$ cat src/logic/gpp_pkg.sv
// Register map, reset values and field positions of the parallel port block
package gpp_pkg;
  localparam logic [11:0] ADR_P1 = 12'h001;
  localparam logic [11:0] ADR_P2 = 12'h002;
  localparam logic [11:0] ADR_P3 = 12'h003;
  localparam logic [11:0] ADR_P4 = 12'h004;
  localparam logic [11:0] ADR_P5 = 12'h005;
  localparam logic [11:0] ADR_P6 = 12'h006;
  localparam logic [11:0] ADR_P7 = 12'h007;
  localparam logic [11:0] ADR_P9 = 12'h009;
  localparam logic [11:0] ADR_P1DIR = 12'h00b;
  localparam logic [11:0] ADR_P4DA = 12'h00c;
  localparam logic [11:0] ADR_P5DIR = 12'h00d;
  localparam logic [11:0] ADR_CONV = 12'h00e;
  localparam logic [11:0] ADR_P6FS = 12'h029;
  localparam logic [11:0] ADR_P7FS = 12'h02a;
  localparam logic [11:0] ADR_P9FS = 12'h02c;
  localparam logic [11:0] ADR_P4DB = 12'h02d;
  localparam logic [11:0] ADR_EIRQ = 12'h037;
  localparam logic [11:0] SFR_LO = 12'h000;
  localparam logic [11:0] SFR_HI = 12'h03f;
  localparam logic [11:0] DBR_LO = 12'hf80;
  localparam logic [11:0] DBR_HI = 12'hfff;
  localparam int AIN_BIT = 5;
  localparam int INT0_BIT = 6;
  localparam logic [7:0] RST_LO = 8'h00;
  localparam logic [7:0] RST_HI = 8'hff;
  localparam logic RST_AIN = 1'b1;
  localparam logic [4:0] P2_UNUSED = 5'h00;
  localparam logic [1:0] ST_S1 = 2'h0;
  localparam logic [1:0] ST_S2 = 2'h1;
endpackage

$ cat src/logic/gpp_ports.sv
// Parallel I/O ports with output latches, direction and function select
`timescale 1ns/1ps
`default_nettype none
// Behaviour
// [RL1] Latches hold outputs; inputs sampled at read
// [RL2] Pins sampled in read sample state
// [RL3] Outputs change in write update state
// [RL4] Instruction type picks latch or pin readback
// [RL5] Port1 direction bit: 0 input, 1 output
// [RL6] Reset clears port1 direction and latches
// [RL7] Pin10 port or interrupt by enable bit
// [RL8] Driven port1 interrupt pins still raise edges
// [RL9] Software sets latch before secondary output
// [RL10] Port2 three bits, latches reset high
// [RL11] Port2 upper read bits undefined
// [RL12] Port2 bits 1,2 crystal in dual clock
// [RL13] Driven pin20 falling edge raises interrupt
// [RL14] Port3 five bits, latches reset high
// [RL15] Port4 eight bits, latches reset high
// [RL16] Port5 direction plus analog select bit
// [RL17] Analog select resets to one
// [RL18] Converting analog pins read as one
// [RL19] No port5 output during conversion; the code does not use conv_busy here, p5_oe follows p5_dir_q alone
// [RL20] Port6 per-bit segment select, resets I/O
// [RL21] Decode peripheral and buffer address ranges
// [RL22] Read-modify-write to write-only ignored
// [RL23] Software avoids reserved and wrong-direction access
// [RL24] Ports 7 and 9 behave like port6
module gpp_ports #(
  parameter int P9_BITS = 4
) (
  input wire logic sys_clk,
  input wire logic rst_n,
  input wire logic [11:0] cpu_addr,
  input wire logic cpu_rd,
  input wire logic cpu_wr,
  input wire logic cpu_rmw,
  input wire logic cpu_rd_latch,
  input wire logic [7:0] cpu_wdata,
  output logic [7:0] cpu_rdata,
  output logic cpu_rvalid,
  output logic cpu_rhit,
  output logic [1:0] mcyc_state,
  output logic sfr_sel,
  output logic dbr_sel,
  input wire logic dual_clock,
  input wire logic conv_busy,
  input wire logic [1:0] irq_fall_sel,
  output logic [3:0] irq_edge,
  input wire logic [7:0] seg6,
  input wire logic [7:0] seg7,
  input wire logic [3:0] seg9,
  input wire logic [7:0] p1_in,
  output logic [7:0] p1_out,
  output logic [7:0] p1_oe,
  input wire logic [2:0] p2_in,
  output logic [2:0] p2_out,
  output logic [2:0] p2_oe,
  input wire logic [4:0] p3_in,
  output logic [4:0] p3_out,
  output logic [4:0] p3_oe,
  input wire logic [7:0] p4_in,
  output logic [7:0] p4_out,
  output logic [7:0] p4_oe,
  input wire logic [7:0] p5_in,
  output logic [7:0] p5_out,
  output logic [7:0] p5_oe,
  input wire logic [7:0] p6_in,
  output logic [7:0] p6_out,
  output logic [7:0] p6_oe,
  input wire logic [7:0] p7_in,
  output logic [7:0] p7_out,
  output logic [7:0] p7_oe,
  input wire logic [3:0] p9_in,
  output logic [3:0] p9_out,
  output logic [3:0] p9_oe
);
  initial begin
    if (P9_BITS != 4) $error("gpp_ports: P9_BITS must be 4");
  end

  logic [1:0] st_q;
  logic [7:0] p1_q, p5_q, p6_q, p7_q, p4_q;
  logic [2:0] p2_q;
  logic [4:0] p3_q;
  logic [3:0] p9_q;
  logic [7:0] p1_dir_q, p5_dir_q, p4_da_q, p4_db_q, p6_fs_q, p7_fs_q;
  logic [3:0] p9_fs_q;
  logic ain_q, int0_en_q;
  logic [7:0] rdata_q;
  logic rvalid_q, rhit_q;
  logic [3:0] lvl_q;
  logic wr_go, rd_go, wo_ok;
  logic [3:0] lvl_d;

  // Open-drain style drive: pull low only while the latch holds 0
  function automatic logic [7:0] sink_oe(input logic [7:0] lat);
    sink_oe = ~lat;
  endfunction

  // Machine cycle of four internal states, one per clock
  always_ff @(posedge sys_clk or negedge rst_n) begin
    if (!rst_n) begin
      st_q <= 2'h0;
    end else begin
      st_q <= st_q + 2'h1;
    end
  end
  assign mcyc_state = st_q;

  assign sfr_sel = (cpu_addr <= gpp_pkg::SFR_HI); // [RL21]
  assign dbr_sel = (cpu_addr >= gpp_pkg::DBR_LO); // [RL21]

  assign wr_go = cpu_wr && (st_q == gpp_pkg::ST_S2); // [RL3]
  assign rd_go = cpu_rd && (st_q == gpp_pkg::ST_S1); // [RL2]
  assign wo_ok = wr_go && !cpu_rmw; // [RL22]

  // Output latches
  always_ff @(posedge sys_clk or negedge rst_n) begin
    if (!rst_n) begin
      p1_q <= gpp_pkg::RST_LO; // [RL6]
      p2_q <= gpp_pkg::RST_HI[2:0]; // [RL10]
      p3_q <= gpp_pkg::RST_HI[4:0]; // [RL14]
      p4_q <= gpp_pkg::RST_HI; // [RL15]
      p5_q <= gpp_pkg::RST_LO; // [RL16]
      p6_q <= gpp_pkg::RST_HI; // [RL20]
      p7_q <= gpp_pkg::RST_HI; // [RL24]
      p9_q <= gpp_pkg::RST_HI[3:0]; // [RL24]
    end else if (wr_go) begin
      case (cpu_addr) // [RL1]
        gpp_pkg::ADR_P1: p1_q <= cpu_wdata;
        gpp_pkg::ADR_P2: p2_q <= cpu_wdata[2:0];
        gpp_pkg::ADR_P3: p3_q <= cpu_wdata[4:0];
        gpp_pkg::ADR_P4: p4_q <= cpu_wdata;
        gpp_pkg::ADR_P5: p5_q <= cpu_wdata;
        gpp_pkg::ADR_P6: p6_q <= cpu_wdata;
        gpp_pkg::ADR_P7: p7_q <= cpu_wdata;
        gpp_pkg::ADR_P9: p9_q <= cpu_wdata[3:0];
        default: ;
      endcase
    end
  end

  // Write-only control registers
  always_ff @(posedge sys_clk or negedge rst_n) begin
    if (!rst_n) begin
      p1_dir_q <= gpp_pkg::RST_LO; // [RL6]
      p5_dir_q <= gpp_pkg::RST_LO; // [RL16]
      p4_da_q <= gpp_pkg::RST_LO;
      p4_db_q <= gpp_pkg::RST_LO;
      p6_fs_q <= gpp_pkg::RST_LO; // [RL20]
      p7_fs_q <= gpp_pkg::RST_LO; // [RL24]
      p9_fs_q <= gpp_pkg::RST_LO[3:0]; // [RL24]
    end else if (wo_ok) begin
      case (cpu_addr) // [RL22]
        gpp_pkg::ADR_P1DIR: p1_dir_q <= cpu_wdata; // [RL5]
        gpp_pkg::ADR_P5DIR: p5_dir_q <= cpu_wdata;
        gpp_pkg::ADR_P4DA: p4_da_q <= cpu_wdata;
        gpp_pkg::ADR_P4DB: p4_db_q <= cpu_wdata;
        gpp_pkg::ADR_P6FS: p6_fs_q <= cpu_wdata;
        gpp_pkg::ADR_P7FS: p7_fs_q <= cpu_wdata;
        gpp_pkg::ADR_P9FS: p9_fs_q <= cpu_wdata[3:0];
        default: ;
      endcase
    end
  end

  // Shadow copies of bits owned by the converter and interrupt control
  always_ff @(posedge sys_clk or negedge rst_n) begin
    if (!rst_n) begin
      ain_q <= gpp_pkg::RST_AIN; // [RL17]
      int0_en_q <= 1'b0; // [RL7]
    end else if (wr_go) begin
      if (cpu_addr == gpp_pkg::ADR_CONV) begin
        ain_q <= cpu_wdata[gpp_pkg::AIN_BIT]; // [RL16]
      end
      if (cpu_addr == gpp_pkg::ADR_EIRQ) begin
        int0_en_q <= cpu_wdata[gpp_pkg::INT0_BIT]; // [RL7]
      end
    end
  end

  // Pin drive
  logic [7:0] p5_ain;
  // Sink-style enables of the narrow ports, cut to width below
  logic [7:0] p2_sink, p3_sink, p9_sink;
  assign p2_sink = sink_oe({5'h00, p2_q});
  assign p3_sink = sink_oe({3'h0, p3_q});
  assign p9_sink = sink_oe({4'h0, p9_q});
  assign p5_ain = {8{ain_q}} & ~p5_dir_q;
  assign p1_out = p1_q;
  assign p1_oe = p1_dir_q & {7'h7f, ~int0_en_q}; // [RL5] [RL7]
  assign p2_out = 3'h0;
  assign p2_oe = p2_sink[2:0] & {~dual_clock, ~dual_clock, 1'b1}; // [RL12]
  assign p3_out = 5'h00;
  assign p3_oe = p3_sink[4:0]; // [RL14]
  // Port4: direction a picks push-pull, direction b forces input
  assign p4_out = p4_q & p4_da_q;
  assign p4_oe = (p4_da_q | sink_oe(p4_q)) & ~p4_db_q; // [RL15]
  assign p5_out = p5_q;
  assign p5_oe = p5_dir_q & ~p5_ain; // [RL16]
  assign p6_out = (p6_fs_q & seg6) | (~p6_fs_q & 8'h00);
  assign p6_oe = p6_fs_q | sink_oe(p6_q); // [RL20]
  assign p7_out = p7_fs_q & seg7;
  assign p7_oe = p7_fs_q | sink_oe(p7_q); // [RL24]
  assign p9_out = p9_fs_q & seg9;
  assign p9_oe = p9_fs_q | p9_sink[3:0]; // [RL24]

  // Interrupt pin levels follow the driven value when the pin is an output
  always_comb begin
    lvl_d[0] = p1_oe[0] ? p1_out[0] : p1_in[0];
    lvl_d[1] = p1_oe[1] ? p1_out[1] : p1_in[1]; // [RL8]
    lvl_d[2] = p1_oe[2] ? p1_out[2] : p1_in[2]; // [RL8]
    lvl_d[3] = p2_oe[0] ? p2_out[0] : p2_in[0]; // [RL13]
  end

  always_ff @(posedge sys_clk or negedge rst_n) begin
    if (!rst_n) begin
      lvl_q <= 4'hf;
    end else begin
      lvl_q <= lvl_d;
    end
  end

  always_ff @(posedge sys_clk or negedge rst_n) begin
    if (!rst_n) begin
      irq_edge <= 4'h0;
    end else begin
      irq_edge[0] <= int0_en_q && lvl_q[0] && !lvl_d[0]; // [RL7]
      irq_edge[1] <= irq_fall_sel[0] ? (lvl_q[1] && !lvl_d[1])
                                     : (!lvl_q[1] && lvl_d[1]); // [RL8]
      irq_edge[2] <= irq_fall_sel[1] ? (lvl_q[2] && !lvl_d[2])
                                     : (!lvl_q[2] && lvl_d[2]); // [RL8]
      irq_edge[3] <= lvl_q[3] && !lvl_d[3]; // [RL13]
    end
  end

  // Readback
  logic [7:0] rd_d;
  logic hit_d;
  always_comb begin
    rd_d = 8'h00;
    hit_d = 1'b1;
    case (cpu_addr)
      gpp_pkg::ADR_P1: rd_d = (p1_dir_q & p1_q) | (~p1_dir_q & p1_in);
      gpp_pkg::ADR_P2: rd_d = {gpp_pkg::P2_UNUSED, cpu_rd_latch ? p2_q : p2_in}; // [RL11]
      gpp_pkg::ADR_P3: rd_d = {3'h0, cpu_rd_latch ? p3_q : p3_in}; // [RL4]
      gpp_pkg::ADR_P4: rd_d = cpu_rd_latch ? p4_q : p4_in; // [RL4]
      gpp_pkg::ADR_P5: rd_d = (conv_busy ? p5_ain : 8'h00) | (~p5_dir_q & p5_in)
                              | (p5_dir_q & p5_q); // [RL18]
      gpp_pkg::ADR_P6: rd_d = cpu_rd_latch ? p6_q : p6_in; // [RL4]
      gpp_pkg::ADR_P7: rd_d = cpu_rd_latch ? p7_q : p7_in; // [RL4]
      gpp_pkg::ADR_P9: rd_d = {4'h0, cpu_rd_latch ? p9_q : p9_in}; // [RL4]
      default: hit_d = 1'b0;
    endcase
  end

  always_ff @(posedge sys_clk or negedge rst_n) begin
    if (!rst_n) begin
      rdata_q <= 8'h00;
      rvalid_q <= 1'b0;
      rhit_q <= 1'b0;
    end else begin
      rvalid_q <= rd_go; // [RL2]
      if (rd_go) begin
        rdata_q <= rd_d; // [RL1]
        rhit_q <= hit_d;
      end
    end
  end
  assign cpu_rdata = rdata_q;
  assign cpu_rvalid = rvalid_q;
  assign cpu_rhit = rhit_q;

  // Checks
  property p_rd_s1;
    @(posedge sys_clk) disable iff (!rst_n)
    cpu_rd && st_q == gpp_pkg::ST_S1 |=> cpu_rvalid;
  endproperty
  a_rd_s1: assert property (p_rd_s1) else $error("read not answered after S1"); // [RL2]

  property p_rvalid_only_s2;
    @(posedge sys_clk) disable iff (!rst_n)
    cpu_rvalid |-> st_q == gpp_pkg::ST_S2;
  endproperty
  a_rvalid_only_s2: assert property (p_rvalid_only_s2) else $error("rvalid off state"); // [RL2]

  property p_p1_wr;
    @(posedge sys_clk) disable iff (!rst_n)
    cpu_wr && st_q == gpp_pkg::ST_S2 && cpu_addr == gpp_pkg::ADR_P1
      |=> p1_out == $past(cpu_wdata);
  endproperty
  a_p1_wr: assert property (p_p1_wr) else $error("port1 latch not written"); // [RL3]

  property p_no_wr_s1;
    @(posedge sys_clk) disable iff (!rst_n)
    st_q != gpp_pkg::ST_S2 |=> $stable(p3_oe);
  endproperty
  a_no_wr_s1: assert property (p_no_wr_s1) else $error("port3 changed off S2"); // [RL3]

  property p_rmw_wo;
    @(posedge sys_clk) disable iff (!rst_n)
    cpu_wr && cpu_rmw && cpu_addr == gpp_pkg::ADR_P1DIR |=> $stable(p1_dir_q);
  endproperty
  a_rmw_wo: assert property (p_rmw_wo) else $error("rmw changed write-only reg"); // [RL22]

  property p_dir_in;
    @(posedge sys_clk) disable iff (!rst_n)
    wo_ok && cpu_addr == gpp_pkg::ADR_P1DIR |=> p1_oe[7] == $past(cpu_wdata[7]);
  endproperty
  a_dir_in: assert property (p_dir_in) else $error("port1 direction not applied"); // [RL5]

  property p_int0_in;
    @(posedge sys_clk) disable iff (!rst_n)
    int0_en_q |-> !p1_oe[0];
  endproperty
  a_int0_in: assert property (p_int0_in) else $error("int0 pin driven"); // [RL7]

  property p_p20_fall;
    @(posedge sys_clk) disable iff (!rst_n)
    p2_oe[0] && !$past(p2_oe[0]) && $past(p2_in[0]) |=> irq_edge[3];
  endproperty
  a_p20_fall: assert property (p_p20_fall) else $error("pin20 fall missed"); // [RL13]

  property p_ain_read;
    @(posedge sys_clk) disable iff (!rst_n)
    rd_go && conv_busy && cpu_addr == gpp_pkg::ADR_P5 |=> &(cpu_rdata | ~$past(p5_ain));
  endproperty
  a_ain_read: assert property (p_ain_read) else $error("analog pin read not 1"); // [RL18]

  property p_seg6;
    @(posedge sys_clk) disable iff (!rst_n)
    p6_fs_q[0] |-> p6_oe[0] && p6_out[0] == seg6[0];
  endproperty
  a_seg6: assert property (p_seg6) else $error("segment not driven"); // [RL20]

  property p_sfr;
    @(posedge sys_clk) disable iff (!rst_n)
    sfr_sel |-> !dbr_sel && cpu_addr[11:6] == 6'h00;
  endproperty
  a_sfr: assert property (p_sfr) else $error("sfr decode wrong"); // [RL21]

  // A write request held outside the update state must not move the port1 or port5 latch
  property p_wr_wait;
    @(posedge sys_clk) disable iff (!rst_n)
    cpu_wr && st_q != gpp_pkg::ST_S2 |=> $stable(p1_out) && $stable(p5_out);
  endproperty
  a_wr_wait: assert property (p_wr_wait) else $error("latch moved off S2"); // [RL3]

  property p_p2_upper;
    @(posedge sys_clk) disable iff (!rst_n)
    rd_go && cpu_addr == gpp_pkg::ADR_P2 |=> cpu_rdata[7:3] == gpp_pkg::P2_UNUSED;
  endproperty
  a_p2_upper: assert property (p_p2_upper) else $error("port2 upper bits wrong"); // [RL11]

  property p_p4_latch_rd;
    @(posedge sys_clk) disable iff (!rst_n)
    rd_go && cpu_rd_latch && cpu_addr == gpp_pkg::ADR_P4 |=> cpu_rdata == $past(p4_q);
  endproperty
  a_p4_latch_rd: assert property (p_p4_latch_rd) else $error("port4 latch read wrong"); // [RL4]

  // Addresses above the last port hold no port data
  property p_no_hit;
    @(posedge sys_clk) disable iff (!rst_n)
    rd_go && cpu_addr > gpp_pkg::ADR_P9 |=> !cpu_rhit;
  endproperty
  a_no_hit: assert property (p_no_hit) else $error("non-port read hit"); // [RL21]

  c_rd_p1: cover property (@(posedge sys_clk) rd_go && cpu_addr == gpp_pkg::ADR_P1);
  c_wr_p5: cover property (@(posedge sys_clk) wr_go && cpu_addr == gpp_pkg::ADR_P5);
  c_irq1: cover property (@(posedge sys_clk) irq_edge[1]);
  c_latch_rd: cover property (@(posedge sys_clk) rd_go && cpu_rd_latch);
  c_ain_busy: cover property (@(posedge sys_clk) rd_go && conv_busy && cpu_addr == gpp_pkg::ADR_P5);
endmodule
`default_nettype wire

$ cat config.mk
export PLATFORM = sky130hd
export DESIGN_NAME = gpp_ports
export DESIGN_NICKNAME = d
export VERILOG_FILES = /design/src/logic/gpp_pkg.sv /design/src/logic/gpp_ports.sv
export SDC_FILE = /design/constraint.sdc
export NUM_CORES = 1
export LEC_CHECK = 0
export BUFFER_PORTS_ARGS = -buffer_cell sky130_fd_sc_hd__buf_4
export CAP_MARGIN = 25
export CORE_AREA = 2 2 139 100
export DETAILED_ROUTE_END_ITERATION = 10
export DIE_AREA = 0 0 141 102
export PLACE_DENSITY = 0.81
export SLEW_MARGIN = 20
export SYNTH_ARGS = -nofsm -noshare
export SYNTH_HDL_FRONTEND = slang
export SYNTH_SLANG_ARGS = --single-unit
$ cat constraint.sdc
create_clock -name sys_clk -period 2.4 [get_ports sys_clk]
set_clock_uncertainty 0.15 [all_clocks]
set_input_delay 0.48 -clock sys_clk [delete_from_list [all_inputs] [get_ports sys_clk]]
set_output_delay 0.48 -clock sys_clk [all_outputs]
set_load 0.01 [all_outputs]
==> results of run 1 <==
## per-stage QoR
stage          setup TNS [ps]  utilization [%]  std cells
6_report                    0             68.9        952
5_1_grt                  -404             68.9        952
4_1_cts                     0             68.7        952
3_5_place_dp             -178             64.5        920
3_3_place_gp                0             64.5        920
2_1_floorplan               0                -        566
## registers in the layout, summed over array words and instances (netlist names), 4 cells and up
register   cells
p7_fs_q        8
p4_q           8
cpu_rdata      8
p9_q           4
p3_q           5
p6_fs_q        8
p5_out         8
irq_edge       4
p4_db_q        8
lvl_q          4
p5_dir_q       8
p7_q           8
p9_fs_q        4
p4_da_q        8
p6_q           8
p1_dir_q       8
p1_out         8
## logic make-up (layout without fill, tap and decap cells)
family                   Yosys count  after routing  share of synthesized area, %
flip-flops                       126            126                          48.9
buffers and inverters             72            292                          5.39
adder cells (fa/ha/maj)            2              2                         0.382
other                              1              8                        0.0573
AND/OR/NAND/NOR                  151            151                          14.1
AO/OA/AOI/OAI                     60             60                          5.83
multiplexers                     147            147                          25.3
## synth_stat cells (2+ instances only)
cell,n,area share (%)
nor3_4,2,0.50
o22ai_1,10,0.96
mux2i_1,36,5.5
mux4_2,4,1.4
nor3b_4,2,0.57
nor2b_1,3,0.29
dfrtp_1,85,32
or4_1,2,0.23
o21ai_0,14,1.1
nand4bb_1,2,0.34
nor3_1,2,0.15
and3_1,3,0.29
mux2_2,107,18
a22oi_1,5,0.57
buf_2,9,0.69
ha_1,2,0.38
and2_1,29,2.8
nor2_1,19,1.1
or2_2,2,0.19
nor4_1,10,0.96
a211oi_1,2,0.23
a21oi_1,17,1.3
dfstp_2,41,16
a221oi_1,2,0.27
nand2b_1,28,2.7
a32oi_1,5,0.67
nand2_1,27,1.5
nand4_1,2,0.19
buf_4,17,1.9
clkbuf_1,25,1.4
nand3_1,4,0.31
or4b_2,2,0.31
or3_1,3,0.29
inv_1,20,1.1
o2bb2ai_1,2,0.27
## metal layers
layer	part of all wire (%)	wire length [um]
met5	0	0
met4	1.1	226
met3	8.0	1590
met2	48	9470
met1	43	8610
## worst max-delay path by stage
stage	cells past startpoint	endpoint	from	slack (ps)
2_1_floorplan	6	p5_dir_q[0]$_DFFE_PN0P_	cpu_addr[6]	90
3_3_place_gp	6	cpu_rdata[1]$_DFFE_PN0P_	cpu_addr[6]	30
3_5_place_dp	7	p7_q[0]$_DFFE_PN1P_	mcyc_state[1]$_DFF_PN0_	-40
4_1_cts	7	p5_out[2]$_DFFE_PN0P_	mcyc_state[1]$_DFF_PN0_	8
5_1_grt	7	p5_out[4]$_DFFE_PN0P_	mcyc_state[1]$_DFF_PN0_	-40
6_report	7	p5_out[0]$_DFFE_PN0P_	mcyc_state[1]$_DFF_PN0_	60
## power by group
part           leakage (nW)  total (mW)  switching [mW]  internal [mW]
clock                 0.254        2.35           0.953           1.39
sequential             1.60        2.14         0.00354           2.14
combinational          2.48       0.387           0.209          0.178
## area by class of cell
| type | count | area [um2] |
|---|---|---|
| Tap cell | 166 | 208 |
| Fill cell | 978 | 4050 |
| Timing Repair Buffer | 240 | 1890 |
| Multi-Input combinational cell | 368 | 3040 |
| Sequential cell | 126 | 3200 |
| Clock inverter | 10 | 66.3 |
| Clock buffer | 22 | 474 |
| Inverter | 20 | 75.1 |
## cell usage in the layout, fill, tap and decap left out, types with 5 or more instances in the layout
cell type   synthesis  layout
clkinvlp_4          0       5
o22ai_1            10      10
clkbuf_16           0      17
a22oi_1             5       5
buf_4              17     233
dfstp_2            41      41
o21ai_0            14      14
inv_1              20      20
a21oi_1            17      17
nor2_1             19      19
a32oi_1             5       5
buf_12              0       7
conb_1              1       8
nand2_1            27      26
dfrtp_1            85      85
and2_1             29      29
mux2i_1            36      36
nor4_1             10      10
mux2_2            107     107
nand2b_1           28      28
## worst reg2reg max path, stage by stage, from the launching register on
cell and delay, ps:
dfrtp_1 390, inv_1 80, ha_1 240, nor4bb_4 380
and3_4 260, nor3b_4 220, buf_12 170, mux2_2 340
## what timing repair did
item | CTS | global route
setup endpoints to repair | 8 | 52
pin swaps | 0 | 0
gates resized for setup | 1 | 4
==> impl_metrics.yaml, run 1 <==
placement:
  place_ws_ps: -35.6
  io_buffers: 215
  place_area_mm2: 0.00839
  place.gp.congestion: 0.913
  hpwlAfterDp_um: 14900
synth:
  synth-async-reset-ratio_pct: 100
  yosysWarnings: 0
  synthCells: 559
  syn_avg_cell_area_um2: 11.7
  synth.distinct_cells: 49
  synth_ff_type: "dfrtp_1"
  seq_area_frac_synth_pct: 48.9
  ys_ff_latch: 126
  syn_area_mm2: 0.00655
  synth_edf_count: 0
power:
  power_leakage_nw: 4.33
  power.total_mw: 4.88
  p_per_area_mw_per_mm2: 544
  irDropWorstVdd_mv: 0.614
floorplan:
  initial_core_util_pct: 50.3
  coreArea_mm2: 0.0130
  rows: 35
  dieArea_mm2: 0.0144
  die_height_um: 102
  die_x_um: 141
  pin_count: 224
timing:
  worst_pin_slew_ps: 691
  slew_viol_final: 0
  max_freq_mhz: 427
  period_minus_slack_ps: 2340
  relSlewSlack_pct: 53.9
  setup_violations: 0
  hold_ws_ps: -8.00
  fin_crit_sh_pct: 97.6
  setup_slack_ps: 57.6
  hold_violations: 3
worst_setup_path:
  path_class: "register to register"
  cp-end-kind: "register"
  slowest_delay_ps: 390
  worst_path_max_delay_cell: "dfrtp_1"
  cp_num_buf_inv: 2
  cp_top_family: "simple AND/OR/NAND/NOR gates"
  rrSetupSlack_ps: 60
  cp_data_arrival_time_ps: 2490
  crit_chain: "inv_1 > ha_1 > nor4bb_4 > and3_4 > nor3b_4 > buf_12 > mux2_2"
  r2r-start: "mcyc_state[1]$_DFF_PN0_"
  start_kind: "register"
  crit_fanout: 8
  cp.required_ps: 2540
  r2r_end: "p5_out[0]$_DFFE_PN0P_"
  reg2reg_depth: 7
clocking:
  clock_latency_ps: 410
  cts.sinks: 126
  cts_hold_buffers: 0
  cts_root_buffer: "clkbuf_16"
  cts_tree: "built"
  cts_max_path_buffers: 2
  post_cts_buffers: 0
  cts.htree.levels: 4
  cts.clk_slew.worst_paths_ps: 60
  numCtsBuffers: 17
final_layout:
  area_delta_synth_final_pct: 36.8
  stdcell_area_mm2: 0.00896
  final_net_count: 877
  antenna_cells: 0
  layout-drive-gt1-share_pct: 56.0
routing:
  drc: 0
  post_drt_wl_per_cell_um: 20.9
  num_vias: 5395
  ant_nets: 0
  drt_first_iter_violations: 401
  wirelength_um: 19900
  routed_via_density: 5.67
  drtPass1Iterations: 5
global_routing:
  grt_pass1_vias: 5418
  gr-usage-met2_pct: 45.7
  grt_pass1_wl_um: 29900
  grt_remaining_overflow: 0
  grtUsageMet3_pct: 7.69
  grtUsageMet1_pct: 36.5
  grt.total_usage_pct: 27.7
  grt_max_degree: 127
  antenna_found_initial: 0
  grt.busiest_layer: "met2"
run:
  drv_cap: 0
run_status:
  status: "complete, but fails checks"
  violations: "negative hold slack"
min_path:
  hold_path_class: "input pin to async pin"
No activity file was read; power rests on OpenSTA's default activity.
==> run 2, diff against run 1 <==
--- a/config.mk
+++ b/config.mk
@@ -11,4 +11,5 @@
 export DETAILED_ROUTE_END_ITERATION = 10
 export DIE_AREA = 0 0 141 102
+export HOLD_SLACK_MARGIN = 0.08
 export PLACE_DENSITY = 0.81
 export SLEW_MARGIN = 20
==> constraint.sdc (replaced) <==
create_clock -name sys_clk -period 2.4 [get_ports sys_clk]
set_clock_uncertainty 0.15 [all_clocks]
set_input_delay 0 -clock sys_clk [delete_from_list [all_inputs] [get_ports sys_clk]]
set_output_delay 0 -clock sys_clk [all_outputs]
set_load 0.01 [all_outputs]
==> run 2 against run 1 <==
Net effect:
- the run now ends clean
- clock power increased by 5%
- global-route usage increased by 3.1 points
- register-to-register slack about the same
- final cell count increased by 6.9%
- count of clock-buffer cells in the layout increased by 4
- non-clock buffer count increased by 66
- maximum frequency decreased by 0.66%
- first-iteration DRC count decreased by 13%
- sequential share of layout area decreased by 2.3 points
- wire length increased by 9.7%
- setup slack got worse by 16 ps
- highest routed layer unchanged
==> impl_metrics.yaml, run 2 (synthesized netlist as in run 1, its figures left out) <==
worst_setup_path:
  cp_data_arrival_time_ps: 2550
  cp-end-kind: "register"
  reg2reg_depth: 7
  r2r_end: "p5_dir_q[7]$_DFFE_PN0P_"
  start_kind: "input pin"
  r2r-start: "mcyc_state[1]$_DFF_PN0_"
  rrSetupSlack_ps: 60
  path_class: "input pin to register"
  crit_fanout: 16
  cp.required_ps: 2590
routing:
  drt_first_iter_violations: 349
  ant_nets: 0
  drc: 0
  num_vias: 5729
  drtPass1Iterations: 5
  routed_via_density: 5.63
  post_drt_wl_per_cell_um: 21.4
  wirelength_um: 21800
clocking:
  cts_max_path_buffers: 2
  numCtsBuffers: 17
  cts.htree.levels: 4
  cts_tree: "built"
  cts.sinks: 126
  clock_latency_ps: 420
  cts.clk_slew.worst_paths_ps: 50
  cts_root_buffer: "clkbuf_16"
timing:
  setup_tns_ps: 0
  max_freq_mhz: 424
  fin_crit_sh_pct: 98.3
  worst_pin_slew_ps: 638
  hold_violations: 0
  relSlewSlack_pct: 57.2
  slew_viol_final: 0
  period_minus_slack_ps: 2360
  setup_violations: 0
final_layout:
  layout-drive-gt1-share_pct: 50.2
  mostFrequentLayoutCell: "buf_4"
  final_cell_mix: "buf_4, mux2_2, dfrtp_1"
  final_cell_count_no_fill: 1018
  n_fill_cell: 852
  multi_input_comb_area_mm2: 0.00303
  final_net_count: 943
  area_delta_synth_final_pct: 46.3
  postLayoutCoreUtil_pct: 73.7
  antenna_cells: 0
  stdcell_area_mm2: 0.00958
  regArea_mm2: 0.00320
floorplan:
  rows: 35
  die_x_um: 141
  pin_count: 224
  coreArea_mm2: 0.0130
  initial_core_util_pct: 50.3
  die_height_um: 102
  dieArea_mm2: 0.0144
placement:
  place_area_mm2: 0.00821
  hpwlAfterDp_um: 15000
  io_buffers: 215
  dp.cells: 906
  place.gp.congestion: 0.880
run:
  drv_cap: 0
global_routing:
  grt.total_usage_pct: 30.8
  antenna_found_initial: 0
  grt_remaining_overflow: 0
  grt_max_degree: 71
  grt_pass1_wl_um: 33200
  grt_pass1_vias: 5958
min_path:
  hold_depth: 5
  hold_path_class: "input pin to register"
  hold_end: "cpu_rdata[1]$_DFFE_PN0P_"
  worstHoldStart: "conv_busy"
power:
  p_per_area_mw_per_mm2: 531
  power.total_mw: 5.08
  power_leakage_nw: 4.61
  irDropWorstVdd_mv: 0.503
run_status:
  status: "finished, final reports clean"
run 2: cell count changes in the layout (fill, tap and decap cells not counted), moves of 3 or more:
cell and delta:
clkbuf_1 +3, dlygate4sd3_1 +75, clkinvlp_4 -3, buf_4 -4, buf_12 -5
run 2: cell type report:
cell class,count,share of cell area [%]
Timing Repair Buffer,306,26.2
Clock buffer,26,5.21
Inverter,20,0.783
Sequential cell,126,33.4
Clock inverter,6,0.627
Multi-Input combinational cell,368,31.6
Tap cell,166,2.17
run 2: how the worst max path moves through the flow:
stage / startpoint / endpoint / slack (ps) / cells after the start
CTS: mcyc_state[1]$_DFF_PN0_ / p5_out[0]$_DFFE_PN0P_ / 60 / 6
finish: cpu_addr[1] / cpu_rdata[0]$_DFFE_PN0P_ / 40 / 7
floorplan: mcyc_state[1]$_DFF_PN0_ / p5_out[0]$_DFFE_PN0P_ / 190 / 7
global route: mcyc_state[1]$_DFF_PN0_ / p5_dir_q[1]$_DFFE_PN0P_ / -60 / 7
global placement: mcyc_state[1]$_DFF_PN0_ / p5_out[7]$_DFFE_PN0P_ / 190 / 6
detailed placement: mcyc_state[1]$_DFF_PN0_ / p5_out[3]$_DFFE_PN0P_ / 80 / 6
run 2: worst max-delay path, cell delays in order:
cell	delay, ps
dlygate4sd3_1	570
buf_4	210
or4b_1	740
o22ai_1	260
nor4_1	60
dlygate4sd3_1	560
o21ai_0	130
run 2: report_power, final:
group	switching, mW	total, mW	internal, mW
Combinational	0.236	0.485	0.249
Clock	0.927	2.46	1.53
Sequential	0.00408	2.14	2.14
run 2: timing repair:
| action | CTS | global route |
|---|---|---|
| hold endpoints to repair | 242 | 0 |
| buffers inserted | 0 | 5 |
| hold buffers | 75 | 0 |
| endpoints found under the setup margin | 0 | 35 |
| resized for setup | 0 | 3 |
run 2: metrics by stage:
stage | setup slack [ps] | hold slack (ps)
3_5_place_dp | 77.7 | -291
2_1_floorplan | 187 | -446
3_3_place_gp | 188 | -296
5_1_grt | -63.9 | 95.2
4_1_cts | 56.0 | 85.3
6_report | 41.9 | 87.1
run 2: per-layer routing:
metal	share of wire, %	GRT usage (%)	vias up
met4	2.2	10.7	0
met3	8.1	9.00	38
met1	42	39.0	2878
met2	48	51.6	294
met5	0	0	-
li1	-	-	2519
==> run 3, diff against run 2 <==
ABC_AREA = 1   (was not set)
ABC_CLOCK_PERIOD_IN_PS = 2400   (was not set)
CORE_AREA = 2 2 158 113   (was 2 2 139 100)
DIE_AREA = 0 0 160 115   (was 0 0 141 102)
PLACE_DENSITY = 0.66   (was 0.81)
==> run 3 against run 2 <==
Net effect:
- highest routed layer is now met5
- core utilization fell by 17 points
- wire length rose by 3.6%
- final area fell by 0.30%
- flip-flop and latch count did not move
==> impl_metrics.yaml, run 3 <==
run_status:
  status: "finished, final reports clean"
timing:
  slew_viol_final: 0
  rsz0062_at_grt: "false"
  setup_violations: 0
  max_freq_mhz: 437
  fin_crit_sh_pct: 95.3
  worst_pin_slew_ps: 736
  hold_violations: 0
  relSlewSlack_pct: 50.9
  setup_tns_ps: 0
  period_minus_slack_ps: 2290
final_layout:
  stdcell_area_mm2: 0.00955
  antenna_cells: 0
  final_cell_count_no_fill: 1401
  final_net_count: 1261
  area_delta_synth_final_pct: 43.7
  final_cell_mix: "nand2_1, buf_4, o21ai_0"
  layout-drive-gt1-share_pct: 27.8
  mostFrequentLayoutCell: "nand2_1"
  postLayoutCoreUtil_pct: 56.5
power:
  p_clk_share_pct: 50.4
  power_leakage_nw: 4.85
  comb_power_share_pct: 8.5
  p_per_area_mw_per_mm2: 546
  seq_power_share_pct: 41.1
  power.internal_mw: 3.91
  irDropWorstVdd_mv: 0.363
  switchingPower_mw: 1.30
  netSwitchingFraction_pct: 25.0
floorplan:
  die_height_um: 115
  coreArea_mm2: 0.0169
  pin_count: 224
  rows: 40
  dieArea_mm2: 0.0184
  die_x_um: 160
  initial_core_util_pct: 39.3
placement:
  place_area_mm2: 0.00839
  io_buffers: 215
  place.gp.congestion: 0.862
  dp.cells: 1314
  hpwlAfterDp_um: 16400
min_path:
  hold_path_class: "input pin to register"
global_routing:
  grt_pass1_vias: 6388
  grt.total_usage_pct: 25.1
  antenna_found_initial: 1
  grt_pass1_wl_um: 35400
  grt_remaining_overflow: 0
  grt_max_degree: 57
synth:
  synth-async-reset-ratio_pct: 100
  yosysWarnings: 0
  synth.most_common_cell: "nand2_1"
  synth.largest_area_cell: "dfrtp_1"
  syn_avg_cell_area_um2: 7.35
  synth_edf_count: 0
  synth.distinct_cells: 29
  ys_ff_latch: 126
  synthCells: 905
  syn_area_mm2: 0.00665
  ys_top_cells_by_area: "dfrtp_1, nand2_1, dfstp_2, o21ai_0, inv_1"
  seq_area_frac_synth_pct: 48.2
  synth_top_area_share_pct: 32.0
  synth_ff_type: "dfrtp_1"
  synthTopCellsByCount: "nand2_1, o21ai_0, inv_1"
worst_setup_path:
  cp_data_arrival_time_ps: 2470
  crit_fanout: 6
  path_class: "input pin to register"
  start_kind: "input pin"
  cp-end-kind: "register"
  cp.required_ps: 2580
clocking:
  cts_tree: "built"
  cts_max_path_buffers: 2
  clock_latency_ps: 410
  cts.clk_slew.worst_paths_ps: 60
  cts.sinks: 126
  numCtsBuffers: 17
  cts_root_buffer: "clkbuf_16"
  cts.htree.levels: 4
  post_cts_buffers: 0
routing:
  drc: 0
  ant_nets: 0
  wirelength_um: 22600
  post_drt_wl_per_cell_um: 16.1
  routed_via_density: 4.86
  drt_first_iter_violations: 488
  num_vias: 6807
  drtPass1Iterations: 5
run:
  drv_cap: 0
## run 3: cell types whose count changed after synthesis, sizes merged, moves of 28 or more
cell | before | now
and2 | 29 | 0
inv | 20 | 110
mux2 | 107 | 0
mux2i | 36 | 7
nand2 | 28 | 323
nand2b | 28 | 0
nand3 | 5 | 67
nor2 | 21 | 58
o21ai | 14 | 129
## run 3: path summary, 6_finish.rpt
kind / cells past startpoint / slack [ps] / endpoint / startpoint
worst min-delay path: 3 / 90 / p1_out[0]$_DFFE_PN0P_ / cpu_wdata[0]
worst max register to register: 9 / 150 / cpu_rdata[1]$_DFFE_PN0P_ / ain_q$_DFFE_PN1P_
worst min register to register: 2 / 310 / irq_edge[3]$_DFF_PN0_ / lvl_q[3]$_DFF_PN1_
worst max-delay path: 7 / 110 / p2_q[1]$_DFFE_PN1P_ / cpu_addr[0]
min in group asynchronous: 4 / 580 / p5_dir_q[3]$_DFFE_PN0P_ / rst_n
max in group asynchronous: 4 / 700 / p6_q[7]$_DFFE_PN1P_ / rst_n
## run 3: logic make-up (layout without fill, tap and decap cells)
family	Yosys count	after routing	synth area share, %
other	1	8	0.0564
AND/OR/NAND/NOR	458	458	28.8
adder cells (fa/ha/maj)	2	2	0.376
AO/OA/AOI/OAI	145	145	10.9
flip-flops	126	126	48.2
multiplexers	7	7	1.05
buffers and inverters	166	424	10.6
## run 3: per-layer routing
layer / vias up / part of all wire, % / GRT usage [%]
met5: - / 0.057 / 0
met4: 2 / 0.84 / 5.05
met3: 21 / 7.9 / 5.27
met2: 291 / 44 / 38.6
met1: 3188 / 47 / 36.9
li1: 3305 / - / -
## run 3: final cells by class
class,count,area (um2)
inverter,111,417
fill,1625,7360
multi-input combinational,620,2790
clock inverter,14,158
sequential,126,3200
tap,231,289
timing repair buffer,281,2250
clock buffer,18,439
## run 3: what timing repair did
item                                    CTS  global route
endpoints found under the hold margin   209             0
endpoints found under the setup margin    0             8
gates resized for setup                   0             6
hold buffers                             55             0
## run 3: critical path, stage by stage
cell and delay, ps:
dlygate4sd3_1 540, buf_4 160, nor2_2 220, dlygate4sd3_1 610
nand4_1 100, dlygate4sd3_1 640, o21ai_0 190
## run 3: power by group through the flow
stage	combinational [mW]	sequential, mW	clock [mW]
2_1_floorplan	0.131	2.18	0
3_3_place_gp	0.385	2.18	0
3_5_place_dp	0.387	2.18	0
4_1_cts	0.441	2.14	2.65
5_1_grt	0.481	2.14	2.76
6_report	0.442	2.14	2.63
## run 3: through the flow
step | setup WS, ps | hold WS (ps) | power, mW
global placement | 511 | -182 | 2.56
global route | 28.5 | 107 | 5.38
CTS | 27.7 | 81.5 | 5.23
finish | 114 | 92.0 | 5.21
detailed placement | 441 | -178 | 2.57
floorplan | 706 | -446 | 2.31
